## src/shared/lpt_pkg.sv

```systemverilog
// Package for the pixel serializer transmitter: word layout, slot timing,
// power-down and lock timing constants.
// Assumes a single 10 MHz system clock; every serial slot lasts one clock.
package lpt_pkg;

  // Four control lines: line sync, frame sync, display enable and a spare.
  typedef struct packed {
    logic       spare;
    logic       display_enable;
    logic       frame_sync;
    logic       line_sync;
  } lpt_ctrl_t;

  typedef struct packed {
    logic [7:0] blue;
    logic [7:0] green;
    logic [7:0] red;
    lpt_ctrl_t  ctrl;
  } lpt_pixel_t;

  localparam int unsigned LPT_WORD_W   = $bits(lpt_pixel_t);
  localparam int unsigned LPT_LANES    = 4;
  localparam int unsigned LPT_SLOTS    = 7;
  localparam int unsigned LPT_FIFO_DEP = 8;

  localparam logic [2:0] LPT_SLOT_FIRST = 3'h0;
  localparam logic [2:0] LPT_SLOT_LAST  = 3'h6;

  // Forwarded clock level per slot: high in slots 0, 1, 5 and 6.
  localparam logic [6:0] LPT_CLK_PATTERN = 7'h63;

  localparam int unsigned LPT_SYS_PERIOD_NS = 100;
  localparam int unsigned LPT_PD_DELAY_NS   = 100;
  localparam int unsigned LPT_PD_DELAY_RAW  = LPT_PD_DELAY_NS / LPT_SYS_PERIOD_NS;
  localparam int unsigned LPT_PD_DELAY_CYC  = (LPT_PD_DELAY_RAW < 1) ? 1 : LPT_PD_DELAY_RAW;

  localparam int unsigned LPT_LOCK_TIME_MS = 10;
  localparam int unsigned LPT_LOCK_CYCLES  = (LPT_LOCK_TIME_MS * 1000000 + LPT_SYS_PERIOD_NS - 1)
                                             / LPT_SYS_PERIOD_NS;
  localparam int unsigned LPT_LOCK_CNT_W   = 17;

  typedef struct packed {
    logic [LPT_LANES-1:0] pos;
    logic [LPT_LANES-1:0] neg;
  } lpt_lanes_t;

endpackage

```

## src/verilog/lpt_fifo.sv

```systemverilog
// Small synchronous FIFO with valid/ready on both sides.
// Assumes one clock and an asynchronous active-low reset.
`timescale 1ns/1ps
`default_nettype none
module lpt_fifo #(
  parameter int unsigned WIDTH = 28,
  parameter int unsigned DEPTH = 8
) (
  input  wire logic             sys_clk_i,
  input  wire logic             arst_n_i,
  input  wire logic             flush_i,
  input  wire logic             in_valid_i,
  output logic                  in_ready_o,
  input  wire logic [WIDTH-1:0] in_data_i,
  output logic                  out_valid_o,
  input  wire logic             out_ready_i,
  output logic      [WIDTH-1:0] out_data_o
);
  localparam int unsigned AW = $clog2(DEPTH);
  localparam int unsigned CW = $clog2(DEPTH + 1);

  logic [WIDTH-1:0] mem_ff [DEPTH];
  logic [AW-1:0]    wr_ptr_ff;
  logic [AW-1:0]    rd_ptr_ff;
  logic [CW-1:0]    count_ff;
  logic             push;
  logic             pop;

  assign in_ready_o  = (count_ff != CW'(DEPTH));
  assign out_valid_o = (count_ff != '0);
  assign out_data_o  = mem_ff[rd_ptr_ff];
  assign push        = in_valid_i && in_ready_o && !flush_i;
  assign pop         = out_valid_o && out_ready_i && !flush_i;

  function automatic logic [AW-1:0] ptr_inc(input logic [AW-1:0] p);
    ptr_inc = (p == AW'(DEPTH - 1)) ? '0 : AW'(p + 1'b1);
  endfunction

  always_ff @(posedge sys_clk_i) begin
    if (push) begin
      mem_ff[wr_ptr_ff] <= in_data_i;
    end
  end

  always_ff @(posedge sys_clk_i or negedge arst_n_i) begin
    if (!arst_n_i) begin
      wr_ptr_ff <= '0;
      rd_ptr_ff <= '0;
      count_ff  <= '0;
    end else if (flush_i) begin
      wr_ptr_ff <= '0;
      rd_ptr_ff <= '0;
      count_ff  <= '0;
    end else begin
      if (push) begin
        wr_ptr_ff <= ptr_inc(wr_ptr_ff);
      end
      if (pop) begin
        rd_ptr_ff <= ptr_inc(rd_ptr_ff);
      end
      if (push && !pop) begin
        count_ff <= CW'(count_ff + 1'b1);
      end else if (pop && !push) begin
        count_ff <= CW'(count_ff - 1'b1);
      end
    end
  end
endmodule
`default_nettype wire

```

## src/verilog/lpt_serializer_tx.sv

```systemverilog
// Pixel serializer transmitter: samples 28 parallel inputs on the falling
// pixel clock edge, buffers them and sends them over four serial lanes plus a
// forwarded clock lane, seven slots per word.
// Assumes all inputs are synchronous to sys_clk_i and the pixel clock is at
// least seven system clocks long; serial pins go to high impedance via enables.
//
// Behaviour
// - Sample inputs on each falling pixel clock edge; the code drops the word when the buffer is full.
// - Drive four complementary serial data lanes.
// - Seven ordered bit slots per word period.
// - Forward a derived clock on fifth pair.
// - Power-down low disables every serial output.
// - Outputs disabled within 100 ns of power-down.
// - Data valid only after lock interval elapses.
// - Bit mapping is free but must match receiver.
`timescale 1ns/1ps
`default_nettype none
module lpt_serializer_tx
  import lpt_pkg::*;
#(
  parameter int unsigned LOCK_CYCLES = LPT_LOCK_CYCLES
) (
  input  wire logic                 sys_clk_i,
  input  wire logic                 arst_n_i,
  input  wire logic                 pixel_shift_clock_in_i,
  input  wire lpt_pixel_t           pixel_parallel_inputs_i,
  input  wire logic                 power_down_n_i,
  output logic     [LPT_LANES-1:0]  serial_lane_outputs_p_o,
  output logic     [LPT_LANES-1:0]  serial_lane_outputs_n_o,
  output logic                      serial_lane_oe_o,
  output logic                      forwarded_link_clock_p_o,
  output logic                      forwarded_link_clock_n_o,
  output logic                      forwarded_link_clock_oe_o,
  output logic                      link_valid_o,
  output logic                      capture_ready_o,
  output logic                      capture_drop_o
);

  logic                      pix_clk_d_ff;
  logic                      pix_fall;
  logic [LPT_LOCK_CNT_W-1:0] lock_cnt_ff;
  logic                      locked_ff;
  logic [2:0]                slot_ff;
  lpt_pixel_t                cur_word_ff;
  lpt_lanes_t                lanes_ff;
  logic                      lane_oe_ff;
  logic                      clk_p_ff;
  logic                      clk_n_ff;
  logic                      clk_oe_ff;
  logic                      link_valid_ff;
  logic                      cap_ready_ff;
  logic                      cap_drop_ff;
  logic                      fifo_in_valid;
  logic                      fifo_in_ready;
  logic                      fifo_out_valid;
  logic                      fifo_out_ready;
  lpt_pixel_t                fifo_out_data;
  logic [LPT_WORD_W-1:0]     fifo_out_raw;
  logic                      word_end;

  // Bit of a word that a lane carries in a slot; lane k owns bits 7k..7k+6.
  function automatic logic [LPT_LANES-1:0] lane_slot_bits(input lpt_pixel_t w, input logic [2:0] s);
    logic [LPT_WORD_W-1:0] flat;
    flat = w;
    for (int k = 0; k < LPT_LANES; k++) begin
      lane_slot_bits[k] = flat[k * LPT_SLOTS + int'(s)];
    end
  endfunction

  // The pixel clock is synchronous, so one delay stage suffices for the edge.
  always_ff @(posedge sys_clk_i or negedge arst_n_i) begin
    if (!arst_n_i) begin
      pix_clk_d_ff <= 1'b0;
    end else begin
      pix_clk_d_ff <= pixel_shift_clock_in_i;
    end
  end

  assign pix_fall = pix_clk_d_ff && !pixel_shift_clock_in_i;

  // Words are only accepted once the lock interval has passed.
  assign fifo_in_valid = pix_fall && locked_ff && power_down_n_i;

  always_ff @(posedge sys_clk_i or negedge arst_n_i) begin
    if (!arst_n_i) begin
      lock_cnt_ff <= '0;
      locked_ff   <= 1'b0;
    end else if (!power_down_n_i) begin
      lock_cnt_ff <= '0;
      locked_ff   <= 1'b0;
    end else if (!locked_ff) begin
      if (lock_cnt_ff == LPT_LOCK_CNT_W'(LOCK_CYCLES - 1)) begin
        locked_ff <= 1'b1;
      end else begin
        lock_cnt_ff <= LPT_LOCK_CNT_W'(lock_cnt_ff + 1'b1);
      end
    end
  end

  lpt_fifo #(
    .WIDTH (LPT_WORD_W),
    .DEPTH (LPT_FIFO_DEP)
  ) u_fifo (
    .sys_clk_i   (sys_clk_i),
    .arst_n_i    (arst_n_i),
    .flush_i     (!power_down_n_i),
    .in_valid_i  (fifo_in_valid),
    .in_ready_o  (fifo_in_ready),
    .in_data_i   (pixel_parallel_inputs_i),
    .out_valid_o (fifo_out_valid),
    .out_ready_i (fifo_out_ready),
    .out_data_o  (fifo_out_raw)
  );

  assign fifo_out_data  = lpt_pixel_t'(fifo_out_raw);
  assign word_end       = power_down_n_i && (slot_ff == LPT_SLOT_LAST);
  assign fifo_out_ready = word_end;

  // Slot counter: one slot per system clock, wrapping after slot six.
  always_ff @(posedge sys_clk_i or negedge arst_n_i) begin
    if (!arst_n_i) begin
      slot_ff <= LPT_SLOT_FIRST;
    end else if (!power_down_n_i || word_end) begin
      slot_ff <= LPT_SLOT_FIRST;
    end else begin
      slot_ff <= 3'(slot_ff + 1'b1);
    end
  end

  // An empty buffer sends an all-zero word, which holds display enable low.
  always_ff @(posedge sys_clk_i or negedge arst_n_i) begin
    if (!arst_n_i) begin
      cur_word_ff <= '0;
    end else if (!power_down_n_i) begin
      cur_word_ff <= '0;
    end else if (word_end) begin
      cur_word_ff <= fifo_out_valid ? fifo_out_data : '0;
    end
  end

  always_ff @(posedge sys_clk_i or negedge arst_n_i) begin
    if (!arst_n_i) begin
      lanes_ff   <= '0;
      lane_oe_ff <= 1'b0;
    end else if (!power_down_n_i) begin
      lanes_ff   <= '0;
      lane_oe_ff <= 1'b0;
    end else begin
      lanes_ff.pos <= lane_slot_bits(cur_word_ff, slot_ff);
      lanes_ff.neg <= ~lane_slot_bits(cur_word_ff, slot_ff);
      lane_oe_ff   <= 1'b1;
    end
  end

  always_ff @(posedge sys_clk_i or negedge arst_n_i) begin
    if (!arst_n_i) begin
      clk_p_ff  <= 1'b0;
      clk_n_ff  <= 1'b0;
      clk_oe_ff <= 1'b0;
    end else if (!power_down_n_i) begin
      clk_p_ff  <= 1'b0;
      clk_n_ff  <= 1'b0;
      clk_oe_ff <= 1'b0;
    end else begin
      clk_p_ff  <= LPT_CLK_PATTERN[slot_ff];
      clk_n_ff  <= !LPT_CLK_PATTERN[slot_ff];
      clk_oe_ff <= 1'b1;
    end
  end

  always_ff @(posedge sys_clk_i or negedge arst_n_i) begin
    if (!arst_n_i) begin
      link_valid_ff <= 1'b0;
      cap_ready_ff  <= 1'b0;
      cap_drop_ff   <= 1'b0;
    end else begin
      link_valid_ff <= locked_ff && power_down_n_i;
      cap_ready_ff  <= fifo_in_ready && locked_ff && power_down_n_i;
      cap_drop_ff   <= fifo_in_valid && !fifo_in_ready;
    end
  end

  assign serial_lane_outputs_p_o   = lanes_ff.pos;
  assign serial_lane_outputs_n_o   = lanes_ff.neg;
  assign serial_lane_oe_o          = lane_oe_ff;
  assign forwarded_link_clock_p_o  = clk_p_ff;
  assign forwarded_link_clock_n_o  = clk_n_ff;
  assign forwarded_link_clock_oe_o = clk_oe_ff;
  assign link_valid_o              = link_valid_ff;
  assign capture_ready_o           = cap_ready_ff;
  assign capture_drop_o            = cap_drop_ff;
endmodule
`default_nettype wire
```

## config.mk

```make
export PLATFORM = sky130hd
export DESIGN_NAME = lpt_serializer_tx
export DESIGN_NICKNAME = d
export VERILOG_FILES = /design/src/shared/lpt_pkg.sv /design/src/verilog/lpt_fifo.sv /design/src/verilog/lpt_serializer_tx.sv
export SDC_FILE = /design/constraint.sdc
export NUM_CORES = 1
export LEC_CHECK = 0
export BUFFER_PORTS_ARGS = -buffer_cell sky130_fd_sc_hd__buf_4
export CAP_MARGIN = 20
export CELL_PAD_IN_SITES_DETAIL_PLACEMENT = 0
export CELL_PAD_IN_SITES_GLOBAL_PLACEMENT = 2
export CORE_ASPECT_RATIO = 0.7
export CORE_MARGIN = 2
export CORE_UTILIZATION = 25
export CTS_BUF_LIST = sky130_fd_sc_hd__clkbuf_8
export DETAILED_ROUTE_END_ITERATION = 10
export PLACE_DENSITY_LB_ADDON = 0.1
export SLEW_MARGIN = 20
export SYNTH_ARGS = -nofsm -noshare
export SYNTH_HDL_FRONTEND = slang
export SYNTH_SLANG_ARGS = --single-unit
```

## constraint.sdc

```tcl
create_clock -name sys_clk_i -period 4.7 [get_ports sys_clk_i]
set_input_delay 0.94 -clock sys_clk_i [delete_from_list [all_inputs] [get_ports sys_clk_i]]
set_output_delay 0.94 -clock sys_clk_i [all_outputs]
set_load 0.02 [all_outputs]
```

# == Word-level counts from Yosys, hierarchy flattened ==
# Memory sizes are Yosys's and may differ from the RTL's.
# Index checks and enable logic that the tools add are counted.
# totals
ff_bits,74
ram_bits,224
mem_bits_ro,8
in_bits,32
out_inout_bits,15
mem_count,2
# classes
add_sub_neg,9
n_lt_le_gt_ge,5
eq_ne,11
mux,34
bitwise_logic,1
n_reduce_logical,23
# memory_table
memory,depth,width,rd,rd_clocked_by_memory_dff,write_ports,line_no,rtl
u_fifo.mem_ff,8,28,1,0,1,lpt_fifo.sv:22,logic [WIDTH-1:0] mem_ff [DEPTH];
(name not given),8,1,1,0,0,lpt_serializer_tx.sv:166,clk_n_ff <= !LPT_CLK_PATTERN[slot_ff];
# ops
operator,count
$mux W28,3
$mux W17,3
$mux W3,7
$add A17 B1 Y17 const B,1
$eq A17 B17 Y1 const B,1
$bmux W1 S5,3
$logic_and A1 B1 Y1,14
$mux W1,13
$mux W4,3
$add A3 B1 Y3 const B,3
$eq A3 B3 Y1 const B,3
$mux W8,1
$add A5 B3 Y6 const A,1
$logic_not A1 Y1,6
$lt A3 B6 Y1 const B,1
$lt A4 B6 Y1 const B,1
$lt A5 B6 Y1 const B,1
$lt A6 B6 Y1 const B,1
$ne A2 B1 Y1 const B,3
$add A4 B3 Y5 const A,1
$add A3 B3 Y4 const A,1
$add A4 B1 Y4 const B,1
$lt A3 B4 Y1 const B,1
$ne A2 B2 Y1 const B,2
8 further kinds,8

# == Logic depth before layout (Yosys ltp) ==
# logic_depth
depth_word,11
ltp_mapped,13

# == Cells and area by module ==
# A second synthesis with hierarchy kept.
# hier_totals
hier_cells,673
area_unflattened_um2,12394.4
# modules_own_cells
mod,instances,cells_each,area_each_um2,seq_area_each_um2
lpt_fifo,1,407,9182.6,6976.7
lpt_serializer_tx,1,266,3211.8,1601.5

# == Worst setup path after synthesis ==
# Ideal clock, no wire load.
# synth_timing
path_kind,input to register
start,in power_down_n_i
end,"mem u_fifo.mem_ff[1][0], enable pin"
setup_time_ps,448
arrival_time_ps,3786
setup_slack_ps,465
cell_stages,6
path_buffers,2
cell_sequence,clkbuf_8 > nand4b_1 > nor2_1 > clkbuf_1 > nand2_1 > nor3_1
# synth_between
elab_chain_len,5
# synth_rtl
element,line_no,rtl
from (decl),lpt_serializer_tx.sv:27,"input wire logic power_down_n_i,"
$logic_and A1 B1 Y1,lpt_serializer_tx.sv:82,assign fifo_in_valid = pix_fall && locked_ff && power_down_n_i;
$logic_and A1 B1 Y1,lpt_fifo.sv:32,assign push = in_valid_i && in_ready_o && !flush_i;
$logic_and A1 B1 Y1 (*),lpt_fifo.sv:32,
$mux W1 (*),lpt_fifo.sv:40,if (push) begin
$mux W1 (implied by the code) (*),lpt_fifo.sv:41,mem_ff[wr_ptr_ff] <= in_data_i;
to (decl),lpt_fifo.sv:22,
# Every way passes the cells marked *; elsewhere a longest branch is shown, timed or not.

# == Final worst setup path ==
# layout_timing
start,in power_down_n_i
end,"mem u_fifo.mem_ff[7][20], enable pin"
# The elaborated chain is that of the path after synthesis.

==> metrics.txt <==
Setup violations, final 0; unrepaired setup endpoints after global routing false; DP HPWL 17.8 mm; fill count 4,680; async set or reset register ratio after synthesis 0.248; LEAKAGE 0.00492 uW; H-tree levels 2; # nets final 792; fmax 318 MHz; Synth top cells by count edfxtp_1 (224), dfrtp_1 (74), mux4_2 (70); Final GP Congestion 0.687; Clk pin slew, worst setup/hold paths 0.06 ns; mapped cell area 12,000 um2; Primary FF master, synth edfxtp_1; clock root buffer clkbuf_8; crit-path cells buf_4 > nand4b_1 > nor2_1 > nand2_1 > nor2_4 > buf_12; Via density 4.40; Mapped Avg Cell Area 18.0 um2; top post-synthesis cells by area edfxtp_1 (56%), dfrtp_1 (15%), mux4_2 (13%); layout cells sized above 1 0.283; Worst Setup Path Type in2reg; final worst clock skew 0.0156 ns; num rows 67; ANT cells 0; Post-CTS Hold Buffers 0; worst-skew pair later-pin latency 0.59 ns; Max Cap Viol 0; Final Hold Vio Count 0; die width 266 um; total grt overflow 0; Multi-input gate area 3310 um2; average wire per standard cell 20.6 um; Synth Instances 666; IO buf count 46; Final Max Slew Viols 0; Hold Path Class in2async; relative slew slack 0.356; top cell type's share of synthesized area 0.560; Period minus WS final 3.15 ns; final setup TNS 0 ns; CTS resizes 0; Worst path max stage delay 0.67 ns; CTS buffer count 50; die area 49,800 um2; register area share after synthesis 0.714; core box area 47,600 um2; Yosys cell types 51; First-pass DRT Iterations 5; clk sinks 298; highest routed layer met4; FF+latch area 8580 um2; maximum root-to-sink buffer count 3; Worst setup SP type input pin; Yosys reg bits 298; metal2 WL 12.9 mm; vias in the first global route 6,704; Total GRT Usage 0.119; ANT nets after route 0; cell taking the most area after synthesis edfxtp_1; Post-CTS Setup Inserts 0; Hold WS 0.295 ns; pin count of the biggest net entering global routing 75; syn nets 712; total power divided by cell area 377 nW/um2; status finished, final reports clean; first-pass GRT wire length 44.0 mm; Pwr Total 5400 uW; Layout area overhead 19.0%; Initial Util 0.252; CP Max Fanout 22; most frequent cell after synthesis edfxtp_1; Synth Warn # 0; part of the cycle the worst path needs 0.669; Die Span Y 187 um; CTS tree built; CP required 4.99 ns; vias 6,196; CP Capture Type flip-flop; Iteration-0 DRC Markers 297; antenna violations before repair 1; Worst Max-Slew Pin Slew 0.966 ns; DR WL met3 1.17 mm; Met1 Wirelength 14.5 mm; Arr. time, crit path 3.44 ns; VDD IR max 190 uV; routed wire length 29.0 mm; Ports 47; # DRC 0; Crit-path slowest cell nor2_1; Post-synth EDFFs 224
==> placed cells by master (no fill, tap or decap), types with 3 or more instances in the layout <==
| master | n |
|---|---|
| edfxtp_1 | 224 |
| dfrtp_1 | 71 |
| mux4_2 | 70 |
| clkbuf_8 | 56 |
| buf_4 | 56 |
| nand2_1 | 49 |
| o21ai_0 | 37 |
| mux2i_1 | 33 |
| inv_1 | 30 |
| nor2_1 | 23 |
| nand3_1 | 16 |
| ha_1 | 13 |
| xor2_1 | 8 |
| and2_1 | 6 |
| nor2_4 | 6 |
| xnor2_1 | 6 |
| clkinv_2 | 5 |
| clkinv_1 | 5 |
| buf_12 | 5 |
| nand2b_1 | 4 |
| nor3_1 | 4 |
| bufinv_16 | 4 |
| or3_1 | 3 |
| nor2b_1 | 3 |
| a31oi_1 | 3 |
| nand4_1 | 3 |
| a21oi_1 | 3 |
==> cell type report <==
type	instances	share of cell area
clock buffers	56	0.0539
clock inverters	37	0.0189
inverters	11	0.00289
multi-input cells	323	0.231
flip-flops and latches	298	0.600
well taps	621	0.0543
repair buffers	62	0.0383
==> power by group <==
part / leakage (uW) / total (uW) / switching (uW) / internal, uW
registers: 0.00302 / 2860 / 13.6 / 2850
logic: 0.00130 / 163 / 103 / 60.2
clock network: 0.000598 / 2380 / 1060 / 1320
==> cell families after synthesis <==
group / count (synthesis) / share of synthesized area
buffers and inverters: 45 / 0.0166
AND/OR/NAND/NOR: 136 / 0.0576
multiplexers: 105 / 0.161
XOR/XNOR: 14 / 0.0102
flip-flops: 298 / 0.714
adder cells (fa/ha/maj): 14 / 0.0152
AO/OA/AOI/OAI: 54 / 0.0254
==> path summary, 6_finish.rpt <==
check,start,cells past startpoint,endpoint,slack [ns]
min reg2reg,cur_word_ff[26],2,cur_word_ff[26],0.49
max in group asynchronous,arst_n_i,2,lock_cnt_ff[1],3.82
max reg2reg,slot_ff[1],5,serial_lane_outputs_p_o[1],1.81
min in group sys_clk_i,pixel_shift_clock_in_i,1,pix_clk_d_ff,0.48
min,arst_n_i,1,link_valid_o,0.29
max,power_down_n_i,6,u_fifo.mem_ff[7][20],1.55
==> through the flow <==
stage | setup slack, ns | util | std cells | area [um2]
final | 1.55 | 0.300 | 1408 | 14300
after floorplan | 0.465 | - | 666 | 12000
after detailed placement | 0.889 | 0.278 | 1314 | 13200
after CTS | 1.54 | 0.300 | 1407 | 14300
after global placement | 0.992 | 0.278 | 1314 | 13200
after global routing | 1.36 | 0.300 | 1408 | 14300
==> flip-flops by register name, indices dropped and copies added, names as in the netlist <==
signal / flops
capture_ready_o: 1
forwarded_link_clock_oe_o: 1
capture_drop_o: 1
serial_lane_outputs_n_o: 4
link_valid_o: 1
slot_ff: 3
pix_clk_d_ff: 1
forwarded_link_clock_n_o: 1
u_fifo.wr_ptr_ff: 3
locked_ff: 1
u_fifo.rd_ptr_ff: 3
forwarded_link_clock_p_o: 1
lock_cnt_ff: 17
cur_word_ff: 28
u_fifo.mem_ff: 224
serial_lane_outputs_p_o: 4
u_fifo.count_ff: 4
==> critical path: cells and delay by family <==
kind	cells	cell delay (ns)
simple gates	4	1.98
buf+inv	2	0.50
==> metal layers <==
layer / vias to the layer above / track usage
met3: 46 / 0.0270
met4: 0 / 0.0320
met1: 3257 / 0.174
met2: 110 / 0.178
li1: 2783 / -
met5: - / 0
Note: power is estimated with default switching activity, not from simulation.
